$ cat src/ccc_defines.svh
// Constants for the cascade control coordinator: field codes and timing.
// Assumes inclusion by bare name; definitions only.
`ifndef CCC_DEFINES_SVH
`define CCC_DEFINES_SVH

// ----------------------------------------------------------------
// Configuration codes
// ----------------------------------------------------------------
`define CCC_FUNC_MASTER 8'h02
`define CCC_SRC_INTERNAL 1'b0
`define CCC_SRC_CASCADE 1'b1
`define CCC_SEL_NONE 4'h0

// ----------------------------------------------------------------
// Sensor break behaviour codes
// ----------------------------------------------------------------
`define CCC_BRK_NEUTRAL 2'h0
`define CCC_BRK_UPSCALE 2'h1
`define CCC_BRK_DOWNSCALE 2'h2

// ----------------------------------------------------------------
// Timing: controller cycle in microseconds, clock period in ns
// ----------------------------------------------------------------
`define CCC_CYCLE_US 62500
`define CCC_CLK_NS 100
`define CCC_CYCLE_CLKS ((`CCC_CYCLE_US * 1000) / `CCC_CLK_NS)

// Percent scale of the correcting output and feedback
`define CCC_PCT_FULL 8'h64
`define CCC_PCT_ZERO 8'h00
`define CCC_PCT_HALF 8'h32

`endif

$ cat src/ccc_pkg.sv
// Types shared by the cascade control coordinator modules.
// Assumes nothing from its surroundings.
`default_nettype none
package ccc_pkg;
    // Role of a channel in a cascade
    typedef enum logic [1:0] {
        CCC_ROLE_NONE = 2'b00,
        CCC_ROLE_MASTER = 2'b01,
        CCC_ROLE_SLAVE = 2'b10
    } ccc_role_t;

    // Master operating state
    typedef enum logic [1:0] {
        CCC_MS_AUTO = 2'b00,
        CCC_MS_MANUAL = 2'b01,
        CCC_MS_CASC_MAN = 2'b10
    } ccc_mstate_t;
endpackage
`default_nettype wire

$ cat src/ccc_xchg_if.sv
// Per-cycle exchange between channel logic and the latch store.
// Assumes one clock shared by all users.
`timescale 1ns/1ps
`default_nettype none
interface ccc_xchg_if #(parameter int CH = 8);
    logic tick;
    logic [CH*8-1:0] next_y;
    logic [CH*8-1:0] next_fb;
    logic [CH-1:0] next_open;
    logic [CH*8-1:0] y;
    logic [CH*8-1:0] fb;
    logic [CH-1:0] open;
    modport core (output tick, next_y, next_fb, next_open,
                  input y, fb, open);
    modport store (input tick, next_y, next_fb, next_open,
                   output y, fb, open);
endinterface
`default_nettype wire

$ cat src/ccc_xchg_store.sv
// Holds exchanged words for one controller cycle.
// Assumes tick is a one-clock pulse from the same clock domain.
`timescale 1ns/1ps
`default_nettype none
module ccc_xchg_store #(
    parameter int CH = 8
) (
    // Clock and reset
    input wire logic clk,
    input wire logic reset_n,
    // Exchange
    ccc_xchg_if.store xc
);
    // ----------------------------------------------------------------
    // Latching once per cycle so partners see it the next cycle
    // ----------------------------------------------------------------
    always_ff @(posedge clk) begin
        if (!reset_n) begin
            xc.y <= '0;
            xc.fb <= '0;
            xc.open <= '0;
        end else if (xc.tick) begin
            xc.y <= xc.next_y;
            xc.fb <= xc.next_fb;
            xc.open <= xc.next_open;
        end
    end
endmodule
`default_nettype wire

$ cat src/ccc_cycle_timer.sv
// Controller cycle tick generator.
// Assumes the system clock runs at the rate the cycle count assumes.
`include "ccc_defines.svh"
`timescale 1ns/1ps
`default_nettype none
module ccc_cycle_timer #(
    parameter int CYCLE_CLKS = `CCC_CYCLE_CLKS
) (
    // Clock and reset
    input wire logic clk,
    input wire logic reset_n,
    // Tick out
    output logic tick
);
    logic [31:0] count;

    // Count up, pulse when wrapping
    always_ff @(posedge clk) begin
        if (!reset_n) begin
            count <= 32'h00000000;
            tick <= 1'b0;
        end else if (count == 32'(CYCLE_CLKS - 1)) begin
            count <= 32'h00000000;
            tick <= 1'b1;
        end else begin
            count <= count + 32'h00000001;
            tick <= 1'b0;
        end
    end
endmodule
`default_nettype wire

$ cat src/ccc_top.sv
// Cascade coordinator for eight controller channels.
// Assumes channel status and PID outputs come from same-clock logic.
//
// Notes on behaviour
// - Each of eight channels may be master or slave.
// - Two-level cascades only, one master with seven slaves up to four.
// - Master when function code 02, source 0, selector 0.
// - Slave when source is 1; selector 1..8 names its master.
// - One master output may feed several slaves.
// - Master output is 0..100 percent, routed to slave set-points.
// - Open slave returns its normalised process value to its master.
// - Master auto/manual or second set-point change leaves slaves alone.
// - Master outputs off forces its output and slave set-points to zero.
// - Master sensor break drives output up, down or neutral.
// - Self-tuning master output values pass through to slaves.
// - Slave events set the cascade open flag.
// - Cascade open flag is internal, no external access.
// - Master samples slave status every controller cycle.
// - Open cascade forces master manual, tracking slave feedback.
// - Operator manual adjustment blocked while cascade open.
// - Closing returns master to automatic only if it was before.
// - Several open slaves: last written feedback wins.
// - Controller cycle is 62.5 ms.
`include "ccc_defines.svh"
`timescale 1ns/1ps
`default_nettype none
module ccc_top #(
    parameter int CH = 8,
    parameter int CYCLE_CLKS = `CCC_CYCLE_CLKS
) (
    // Clock and reset
    input wire logic CLK,
    input wire logic RESET_N,
    // Register port
    input wire logic [7:0] ADDR,
    input wire logic [31:0] WDATA,
    input wire logic WR,
    input wire logic RD,
    output logic [31:0] RDATA,
    // Per-channel controller state
    input wire logic [CH*8-1:0] PID_Y,
    input wire logic [CH*8-1:0] PROC_PCT,
    input wire logic [CH-1:0] AUTO_MODE,
    input wire logic [CH-1:0] SECOND_SETPOINT,
    input wire logic [CH-1:0] OUTPUTS_OFF,
    input wire logic [CH-1:0] SENSOR_BREAK,
    input wire logic [CH-1:0] TUNING,
    input wire logic [CH-1:0] EXT_TO_INT,
    input wire logic [CH*8-1:0] OPER_MANUAL,
    // Per-channel outputs and the cycle tick
    output logic [CH*8-1:0] CORRECT_OUT,
    output logic [CH*8-1:0] EXT_SETPOINT,
    output logic [CH-1:0] MASTER_MANUAL,
    output logic [CH-1:0] ROLE_SLAVE,
    output logic [CH-1:0] ROLE_MASTER,
    output logic CYCLE_TICK
);
    // ----------------------------------------------------------------
    // Register map: per channel two words, at 0x00 + 4*ch and 0x20 + 4*ch
    // ----------------------------------------------------------------
    // Words sit four bytes apart so each channel's word is aligned;
    // unmapped reads answer zero and unmapped writes are dropped
    localparam logic [7:0] MAIN_BASE = 8'h00;
    localparam logic [7:0] ROUTE_BASE = 8'h20;
    localparam logic [7:0] STATUS_ADDR = 8'h40;

    // Configuration, master state and last-cycle exchange snapshots
    logic [7:0] controller_function_field [CH];
    logic [CH-1:0] setpoint_source_field;
    logic [3:0] external_setpoint_selector [CH];
    logic [1:0] break_mode [CH];
    ccc_pkg::ccc_mstate_t mstate [CH];
    logic [CH-1:0] was_auto;
    logic [CH*8-1:0] manual_val;
    logic [CH-1:0] prev_cause;
    logic [CH*8-1:0] prev_fb;
    logic tick;
    logic [CH*8-1:0] next_correct;
    logic [CH*8-1:0] next_fb_w;
    logic [CH-1:0] next_open_w;
    logic [CH-1:0] is_master;
    logic [CH-1:0] is_slave;

    ccc_xchg_if #(.CH(CH)) xc ();

    // Channel role decode; a slave selector outside 1..8 leaves the
    // channel unassigned, so a stray write cannot hook it onto a
    // master that does not exist
    function automatic ccc_pkg::ccc_role_t role_of(
        input logic [7:0] func, input logic src, input logic [3:0] sel);
        ccc_pkg::ccc_role_t r;
        r = ccc_pkg::CCC_ROLE_NONE;
        if (src == `CCC_SRC_CASCADE && sel != `CCC_SEL_NONE &&
            sel <= 4'h8) begin
            r = ccc_pkg::CCC_ROLE_SLAVE;
        end else if (func == `CCC_FUNC_MASTER &&
                     src == `CCC_SRC_INTERNAL &&
                     sel == `CCC_SEL_NONE) begin
            r = ccc_pkg::CCC_ROLE_MASTER;
        end
        return r;
    endfunction

    // Saturate a value to the percent scale; inputs may overshoot,
    // the exchanged words never do
    function automatic logic [7:0] clip_pct(input logic [7:0] v);
        return (v > `CCC_PCT_FULL) ? `CCC_PCT_FULL : v;
    endfunction

    // ----------------------------------------------------------------
    // Cycle timer and exchange store
    // ----------------------------------------------------------------
    // Every exchange moves on the tick only, so a master always reads
    // slave values one full controller cycle old; this keeps the loop
    // free of same-cycle paths between channels
    ccc_cycle_timer #(.CYCLE_CLKS(CYCLE_CLKS)) u_timer (
        .clk(CLK),
        .reset_n(RESET_N),
        .tick(tick)
    );

    ccc_xchg_store #(.CH(CH)) u_store (
        .clk(CLK),
        .reset_n(RESET_N),
        .xc(xc.store)
    );

    assign xc.tick = tick;
    assign xc.next_y = next_correct;
    assign xc.next_fb = next_fb_w;
    assign xc.next_open = next_open_w;

    // Role vectors; only eight channels, so a loop is enough
    always_comb begin
        for (int i = 0; i < CH; i++) begin
            is_master[i] = role_of(controller_function_field[i],
                setpoint_source_field[i], external_setpoint_selector[i])
                == ccc_pkg::CCC_ROLE_MASTER;
            is_slave[i] = role_of(controller_function_field[i],
                setpoint_source_field[i], external_setpoint_selector[i])
                == ccc_pkg::CCC_ROLE_SLAVE;
        end
    end

    // ----------------------------------------------------------------
    // Configuration registers
    // ----------------------------------------------------------------
    // Software writes per channel; slave selecting a non-master is
    // accepted but never sees a set-point, which keeps two levels
    always_ff @(posedge CLK) begin
        if (!RESET_N) begin
            for (int i = 0; i < CH; i++) begin
                controller_function_field[i] <= 8'h00;
                external_setpoint_selector[i] <= 4'h0;
                break_mode[i] <= `CCC_BRK_NEUTRAL;
            end
            setpoint_source_field <= '0;
        end else if (WR) begin
            for (int i = 0; i < CH; i++) begin
                if (ADDR == MAIN_BASE + 8'(i * 4)) begin
                    controller_function_field[i] <= WDATA[7:0];
                    setpoint_source_field[i] <= WDATA[8];
                end else if (ADDR == ROUTE_BASE + 8'(i * 4)) begin
                    external_setpoint_selector[i] <= WDATA[3:0];
                    break_mode[i] <= WDATA[5:4];
                end
            end
        end
    end

    // Read back; the open flags are deliberately absent
    // Status word: master roles in the low byte, slaves above them
    always_ff @(posedge CLK) begin
        if (!RESET_N) begin
            RDATA <= 32'h00000000;
        end else if (RD) begin
            RDATA <= 32'h00000000;
            if (ADDR == STATUS_ADDR) begin
                RDATA <= {16'h0000, 8'(is_slave), 8'(is_master)};
            end else begin
                for (int i = 0; i < CH; i++) begin
                    if (ADDR == MAIN_BASE + 8'(i * 4)) begin
                        RDATA <= {23'h000000, setpoint_source_field[i],
                                  controller_function_field[i]};
                    end else if (ADDR == ROUTE_BASE + 8'(i * 4)) begin
                        RDATA <= {26'h0000000, break_mode[i],
                                  external_setpoint_selector[i]};
                    end
                end
            end
        end
    end

    // ----------------------------------------------------------------
    // Slave side: open flag and normalised feedback
    // ----------------------------------------------------------------
    // Any listed event opens the cascade; master-only changes do not.
    // Feedback is zero while closed, so a master never tracks a slave
    // that has not opened
    always_comb begin
        for (int i = 0; i < CH; i++) begin
            next_open_w[i] = is_slave[i] & (!AUTO_MODE[i] |
                SECOND_SETPOINT[i] | OUTPUTS_OFF[i] | SENSOR_BREAK[i] |
                EXT_TO_INT[i] | TUNING[i]);
            next_fb_w[i*8 +: 8] = next_open_w[i] ?
                clip_pct(PROC_PCT[i*8 +: 8]) : 8'h00;
        end
    end

    // Keep last cycle's open flags and feedback, so the master can tell
    // which slave just opened or wrote a new value; comparing against
    // the tracking value instead would let the highest channel always
    // win. The newest writer wins when several are open
    always_ff @(posedge CLK) begin
        if (!RESET_N) begin
            prev_cause <= '0;
            prev_fb <= '0;
        end else if (tick) begin
            prev_cause <= xc.open;
            prev_fb <= xc.fb;
        end
    end

    // ----------------------------------------------------------------
    // Master side: state per master, sampled each controller cycle
    // ----------------------------------------------------------------
    // State moves on the tick only, so outputs stand between ticks;
    // was_auto keeps the mode held at opening for the bumpless return,
    // and operator values are ignored while the cascade is open
    always_ff @(posedge CLK) begin
        if (!RESET_N) begin
            for (int m = 0; m < CH; m++) begin
                mstate[m] <= ccc_pkg::CCC_MS_AUTO;
            end
            was_auto <= '0;
            manual_val <= '0;
        end else if (tick) begin
            for (int m = 0; m < CH; m++) begin
                logic any_open;
                logic [7:0] track;
                any_open = 1'b0;
                track = manual_val[m*8 +: 8];
                for (int s = 0; s < CH; s++) begin
                    if (xc.open[s] &&
                        external_setpoint_selector[s] == 4'(m + 1)) begin
                        any_open = 1'b1;
                        // Latest newly opened or changed feedback wins
                        if (!prev_cause[s] ||
                            xc.fb[s*8 +: 8] != prev_fb[s*8 +: 8]) begin
                            track = xc.fb[s*8 +: 8];
                        end
                    end
                end
                case (mstate[m])
                    ccc_pkg::CCC_MS_CASC_MAN: begin
                        if (!any_open || !is_master[m]) begin
                            mstate[m] <= was_auto[m] ?
                                ccc_pkg::CCC_MS_AUTO :
                                ccc_pkg::CCC_MS_MANUAL;
                        end
                        manual_val[m*8 +: 8] <= track;
                    end
                    default: begin
                        if (any_open && is_master[m]) begin
                            mstate[m] <= ccc_pkg::CCC_MS_CASC_MAN;
                            was_auto[m] <= AUTO_MODE[m];
                            manual_val[m*8 +: 8] <= track;
                        end else begin
                            mstate[m] <= AUTO_MODE[m] ?
                                ccc_pkg::CCC_MS_AUTO :
                                ccc_pkg::CCC_MS_MANUAL;
                            manual_val[m*8 +: 8] <=
                                OPER_MANUAL[m*8 +: 8];
                        end
                    end
                endcase
            end
        end
    end

    // Master correcting output, priority: off, break, cascade manual;
    // tuning and auto/manual/second set-point just pass PID_Y through.
    // Off and break win even in cascade manual, so a switched-off or
    // broken master never forwards a stale tracking value
    always_comb begin
        for (int m = 0; m < CH; m++) begin
            if (OUTPUTS_OFF[m]) begin
                next_correct[m*8 +: 8] = `CCC_PCT_ZERO;
            end else if (SENSOR_BREAK[m]) begin
                case (break_mode[m])
                    `CCC_BRK_UPSCALE: next_correct[m*8 +: 8] = `CCC_PCT_FULL;
                    `CCC_BRK_DOWNSCALE: next_correct[m*8 +: 8] = `CCC_PCT_ZERO;
                    default: next_correct[m*8 +: 8] = `CCC_PCT_HALF;
                endcase
            end else if (mstate[m] == ccc_pkg::CCC_MS_CASC_MAN) begin
                next_correct[m*8 +: 8] = manual_val[m*8 +: 8];
            end else begin
                // Covers auto, manual, second set-point and tuning
                next_correct[m*8 +: 8] = clip_pct(PID_Y[m*8 +: 8]);
            end
        end
    end

    // ----------------------------------------------------------------
    // Output registers
    // ----------------------------------------------------------------
    // Everything leaves through flip-flops; a set-point reads zero on
    // any channel that is not a slave of a configured master
    always_ff @(posedge CLK) begin
        if (!RESET_N) begin
            CORRECT_OUT <= '0;
            EXT_SETPOINT <= '0;
            MASTER_MANUAL <= '0;
            ROLE_SLAVE <= '0;
            ROLE_MASTER <= '0;
            CYCLE_TICK <= 1'b0;
        end else begin
            CORRECT_OUT <= xc.y;
            CYCLE_TICK <= tick;
            ROLE_SLAVE <= is_slave;
            ROLE_MASTER <= is_master;
            for (int s = 0; s < CH; s++) begin
                MASTER_MANUAL[s] <= mstate[s] == ccc_pkg::CCC_MS_CASC_MAN;
                EXT_SETPOINT[s*8 +: 8] <= 8'h00;
                // Several slaves may share one master
                for (int m = 0; m < CH; m++) begin
                    if (is_slave[s] && is_master[m] &&
                        external_setpoint_selector[s] == 4'(m + 1)) begin
                        EXT_SETPOINT[s*8 +: 8] <= xc.y[m*8 +: 8];
                    end
                end
            end
        end
    end
endmodule
`default_nettype wire

$ cat config.mk
export PLATFORM = sky130hd
export DESIGN_NAME = ccc_top
export DESIGN_NICKNAME = d
export VERILOG_FILES = /design/src/ccc_pkg.sv /design/src/ccc_xchg_if.sv /design/src/ccc_xchg_store.sv /design/src/ccc_cycle_timer.sv /design/src/ccc_top.sv
export VERILOG_INCLUDE_DIRS = /design/src
export SDC_FILE = /design/constraint.sdc
export NUM_CORES = 2
export LEC_CHECK = 0
export ABC_AREA = 1
export BUFFER_PORTS_ARGS = -buffer_cell sky130_fd_sc_hd__buf_2
export CAP_MARGIN = 20
export CORE_ASPECT_RATIO = 0.8
export CORE_UTILIZATION = 50
export DETAILED_ROUTE_END_ITERATION = 16
export PLACE_DENSITY = 0.67
export SETUP_SLACK_MARGIN = 0.3
export SLEW_MARGIN = 25
export SYNTH_ARGS = -nofsm -noshare
export SYNTH_HDL_FRONTEND = slang
export SYNTH_SLANG_ARGS = --single-unit
$ cat constraint.sdc
create_clock -name CLK -period 5.9 [get_ports CLK]
set_input_delay 0.295 -clock CLK [delete_from_list [all_inputs] [get_ports CLK]]
set_output_delay 0.295 -clock CLK [all_outputs]
set_load 0.01 [all_outputs]
# After elaboration in Yosys (flattened, before gate mapping)
# Memory sizes are Yosys's and may differ from the RTL's.
# Cells that the tools add are included.
# word_totals
register_bits	506
latchBits	0
mem_bits_rw	128
rom_bits	0
inputBits	284
output_inout_bits	185
wordCells	1303
mem_count	4
# op_classes
add_sub_neg	1
mul	0
div	0
magnitude_cmp	24
eq_ne	137
n_shift	0
muxes	679
bitwise_logic	113
reduce_logical	314
# memory_table
memory	words	word_bits	rd	rd_clocked_by_memory_dff	wr	line_no	text
controller_function_field	8	8	8	0	8	ccc_top.sv:68	logic [7:0] controller_function_field [CH];
external_setpoint_selector	8	4	8	0	8	ccc_top.sv:70	logic [3:0] external_setpoint_selector [CH];
break_mode	8	2	8	0	8	ccc_top.sv:71	logic [1:0] break_mode [CH];
mstate	8	2	8	0	8	ccc_top.sv:72	ccc_pkg::ccc_mstate_t mstate [CH];
# op_table
operator	count
$mux W8	308
$mux W32	15
$mux W1	298
$logic_and A1 B1 Y1	232
$eq A4 B3 Y1 const B	32
$gt A8 B7 Y1 const B	16
$pmux W7 S2	8
$or A1 B1 Y1	88
$mux W2	40
$eq A4 B2 Y1 const B	16
$eq A8 B2 Y1 const B	8
$eq A8 B6 Y1 const B	8
$ne A8 B8 Y1	8
$eq A2 B2 Y1 const B	24
$add A32 B1 Y32 const B	1
$eq A2 B1 Y1 const B	16
$eq A32 B20 Y1 const B	1
$eq A4 B1 Y1 const B	8
$eq A4 B4 Y1 const B	8
$eq A8 B5 Y1 const B	4
$le A4 B4 Y1 const B	8
$logic_not A1 Y1	32
$logic_not A4 Y1	8
$mux W4	8
13 further kinds	73

# Depth between registers and ports, before layout
# depth
depth_word	30
mapped_depth	23
ltp_nobuf	22

# Modules after synthesis
# From an unflattened synthesis, not the netlist that was laid out.
# hier_totals
hier_cells	6532
hier_area_um2	39648.0
# modules_own_cells
module	n_inst	cells_each	area_per_inst_um2	seq_area_each_um2
ccc_top	1	5370	32287.2	10269.8
ccc_xchg_store	1	861	5516.5	2722.6
ccc_cycle_timer	1	301	1844.3	660.6

# Worst setup path after synthesis
# OpenSTA, ideal clock, no wires.
# synth_timing
path_type	register to register
startpoint	mem external_setpoint_selector[2][0], in the netlist external_setpoint_selector[0][8]
endpoint	reg EXT_SETPOINT[0]
setup_ns	0.066
t_arrival_ns	2.182
t_required_ns	5.834
slack_ns	3.652
stages_incl_launch_ff	16
n_path_buf	1
synth_period_minus_slack_ns	2.248
cell_sequence	edfxtp_1 nor2_2 inv_2 nor2_4 inv_2 nor3_4 nand4_4 or2_0 buf_6 o211ai_1 nand2_1 nand2_1 nand2_1 nand2_1 nand2_1 a21oi_2
# synth_rtl
element	line_no	text
start: declaration	ccc_top.sv:70	
end signal: indexed assignment	ccc_top.sv:329	EXT_SETPOINT[s*8 +: 8] <= xc.y[m*8 +: 8];
end: declaration	ccc_top.sv:52	output logic [CH*8-1:0] EXT_SETPOINT,

==> run_results.csv <==
group,metric,value,unit
outcome,outcome,"finished, final reports clean",
grt,grt_start_max_net_pins,90,
placement,dp_hpwl,147.3,mm
worst_setup_path,timing.setup.critical_path_class,"flip-flop to flip-flop",
clock_network,tritoncts.num_buffers,60,
timing,timing.clock.skew,0.02600,ns
floorplan,die_h,245.6,microns
timing,number_of_max_slew_violations_in_the_final_report,0,
power_and_ir_drop,finalPower,9.435,mW
clock_network,cts.root.buffer_cell,"clkbuf_16",
floorplan,chipWidth,306.5,microns
detailed_routing,drt_first_iter_violations,7908,
min_path,hold_path_startpoint,"OPER_MANUAL[30]",
worst_setup_path,slowest_delay,0.80,ns
detailed_routing,via_per_inst,6.104,
floorplan,initial_cell_density_of_the_core,50.97,%
logic_synthesis,synthDistinctLibCells,55,
grt,globalRoute.totalOverflow,0,
detailed_routing,total_iterations_of_the_first_detailed_routing_run,10,
placement,globalplace.congestion,1.120,
worst_setup_path,timing.critical_path.fanout_max,16,
clock_network,cts_num_sinks,618,
power_and_ir_drop,static-leakage-power,20.02,nW
logic_synthesis,synth-edff-count,128,
floorplan,coreArea,0.07278,sq mm
min_path,holdPathEnd,"manual_val[30]$_SDFFE_PN0P_",
floorplan,dieArea,0.07529,sq mm
worst_setup_path,crit_slowest_cell,"nand4_1",
finish,design_area,0.04318,sq mm
worst_setup_path,r2r-end,"EXT_SETPOINT[53]$_SDFF_PN0_",
timing,max_slew.worst_pin.slew,1.143,ns
worst_setup_path,worst-endpoint-required,6.45,ns
grt,global_route.usage.total,48.53,%
logic_synthesis,post_syn_area,0.03709,sq mm
logic_synthesis,synth_flop_cell,"dfxtp_1",
timing,finalHoldViolCount,0,
grt,first_global_vias,38940,
grt,grt_antenna_before_repair,20,
power_and_ir_drop,power_density,218.5,mW/mm^2
finish,flow.area_growth_from_synthesis,16.40,%
logic_synthesis,asyncSetResetFlopFracSynth,0,%
timing,relSlewSlack,23.30,%
placement,port_buffers,429,
worst_setup_path,cpMostUsedCell,"nor2_1",
detailed_routing,antenna_violating_nets_remaining,0,
worst_setup_path,cp_cell_sequence,"nor2_1 -> nand2_1 -> nor2_1 -> nand2_1 -> inv_1 -> nand4_1 -> o21ai_0 -> inv_1 -> a21oi_1 -> nor2_1",
clock_network,cts.reportedPaths.clkPinSlew,0.07,ns
finish,nets,6522,
logic_synthesis,synth-warning-count,0,
timing,setup_viol_count_final,0,
clock_network,insertion_delay_of_the_later_clocked_pin_in_the_worst_skew_pair,0.69,ns
finish,layout_commonest_cell,"nand2_1",
clock_network,cts_tree,"done",
logic_synthesis,synth_instances,5810,
grt,grt_first_pass_wirelength,264.5,mm
timing,fin_worst_hold_slack,0.008987,ns
flow_run,timing.max_cap.violations,0,
worst_setup_path,cp-start-kind,"flip-flop",
logic_synthesis,synth.ff_latch_count,618,
clock_network,post_cts.repair.setup_buffers,0,
clock_network,ctsHtreeMaxLevel,2,
finish,fillers,7100,
detailed_routing,drt_wl_total,190.1,mm
timing,grt_setup_unrepaired,"false",
finish,drive_above_1_share,10.03,%
finish,multiInputGateArea,0.01878,sq mm
timing,timing.setup.tns,0,ns
min_path,hold_path_depth,5,
floorplan,num_rows,88,
finish,fin_util,59.33,%
min_path,worst_min_delay_path_class,"input port to flip-flop",
clock_network,cts_buffer_depth,3,
worst_setup_path,arrival,4.67,ns
power_and_ir_drop,peakVddDrop,0.2767,mV
worst_setup_path,reg2reg_depth,10,
timing,clock_period_minus_final_worst_setup_slack,4.115,ns
detailed_routing,vias,44370,
timing,highest_clock_rate,243.0,MHz
finish,layout.cells.most_common_list,"nand2_1 (1,476), inv_1 (975), o21ai_0 (797), nor2_1 (499), dfxtp_1 (489)",
floorplan,pin_count,469,
worst_setup_path,crit_path_end_kind,"flip-flop",
placement,placed_cell_area,0.03978,sq mm
timing,fin_crit_sh,69.74,%
logic_synthesis,synth-seq-area-share,36.81,%
detailed_routing,drt-wirelength-per-cell,26.15,microns
detailed_routing,drc,0,
worst_setup_path,reg2reg_setup_slack,1.79,ns
worst_setup_path,timing.rr.start,"external_setpoint_selector[1][0]$_SDFFCE_PN0P_",
finish,seq_area,0.01365,sq mm
logic_synthesis,syn_area_per_cell,6.384,sq um
[flip-flops by register name, summed over array words and instances, names as in the netlist, 32 cells and up]
| signal | count |
|---|---|
| prev_fb | 64 |
| u_timer.count | 32 |
| external_setpoint_selector | 32 |
| manual_val | 64 |
| controller_function_field | 64 |
| EXT_SETPOINT | 64 |
| CORRECT_OUT | 64 |
| u_store.xc.fb | 64 |
| u_store.xc.y | 64 |
[what timing repair did]
action	4_1_cts	5_1_grt
endpoints found under the hold margin	102	0
endpoints found under the setup margin	0	0
resized for setup	0	0
hold buffers	114	0
[metal layers]
| layer | track usage, % | vias up | wire, microns |
|---|---|---|---|
| met5 | 0 | - | 96 |
| met4 | 23.26 | 12 | 10340 |
| met3 | 18.98 | 557 | 33600 |
| met2 | 65.76 | 3741 | 73070 |
| met1 | 66.58 | 20310 | 72980 |
| li1 | - | 19760 | - |
[cells in the mapped netlist (9+ instances only)]
cell,n,area [sq um]
buf_1,15,56.30
o21ai_0,797,3989
o211ai_1,61,457.9
or2_2,9,56.30
ha_1,17,212.7
nand4_1,70,437.9
a21oi_1,132,660.6
clkbuf_1,171,641.9
o32ai_1,18,157.7
o2111ai_1,12,105.1
buf_2,32,160.2
o22ai_1,116,725.7
nor3b_1,9,67.56
o221ai_1,11,96.34
nor3_1,73,365.4
buf_4,16,120.1
nand3_1,388,1942
inv_1,976,3664
o21bai_1,33,247.7
nor2_1,501,1881
edfxtp_1,128,3844
a211oi_1,21,157.7
o211a_1,16,160.2
dfxtp_1,490,9809
o21ai_1,30,150.1
inv_2,10,37.54
clkinv_1,12,45.04
xor2_1,15,131.4
nand2_1,1478,5548
a31oi_1,21,131.4
nor4_1,54,337.8
[critical path: cells and delay by family, from the launching register on]
kind,cells,cell delay (ns)
flip-flops,1,0.54
AND/OR/NAND/NOR,6,2.29
AO/OA/AOI/OAI,2,0.71
buffers and inverters,2,0.42
[report_power, final]
group | internal [mW] | switching (mW) | total [mW]
Sequential | 4.36 | 0.0672 | 4.43
Clock | 2.48 | 1.90 | 4.38
Combinational | 0.198 | 0.422 | 0.619
Total | 7.04 | 2.39 | 9.43
[final cells by class]
class	instances	area share, %
multi-input cells	3970	43.49
flip-flops and latches	618	31.62
inverters	998	8.682
repair buffers	573	8.151
clock buffers	71	3.837
well taps	990	2.869
clock inverters	42	1.301
diodes	8	0.04636
[worst max path at each step]
stage,cells past startpoint,from,end
floorplan,15,external_setpoint_selector[0][8]$_SDFFCE_PN0P_,EXT_SETPOINT[0]$_SDFF_PN0_
global placement,10,external_setpoint_selector[1][11]$_DFFE_PP_,EXT_SETPOINT[37]$_SDFF_PN0_
detailed placement,11,external_setpoint_selector[0][7]$_SDFFCE_PN0P_,EXT_SETPOINT[58]$_SDFF_PN0_
CTS,11,external_setpoint_selector[0][7]$_SDFFCE_PN0P_,EXT_SETPOINT[60]$_SDFF_PN0_
global route,10,external_setpoint_selector[1][0]$_SDFFCE_PN0P_,EXT_SETPOINT[53]$_SDFF_PN0_
finish,10,external_setpoint_selector[1][0]$_SDFFCE_PN0P_,EXT_SETPOINT[53]$_SDFF_PN0_
[through the flow]
stage / setup slack (ns) / cells
after CTS: 2.146 / 7262
after global routing: 1.733 / 7263
after detailed placement: 2.178 / 7035
final: 1.786 / 7270
after global placement: 2.173 / 7035
after floorplan: 3.652 / 5825
[kinds of logic (layout without fill, tap and decap cells)]
group	after synthesis	in the layout	share of synthesized area, %
AOI/OAI and AO/OA	1307	1307	19.87
other	1	24	0.01011
DFF	618	618	36.81
and+or+nand+nor	2611	2611	29.45
buffers and inverters	1237	1684	12.84
adders and majority gates	17	17	0.5734
xor gates and xnor gates	19	19	0.4486
(Power assumes the default switching activity.)
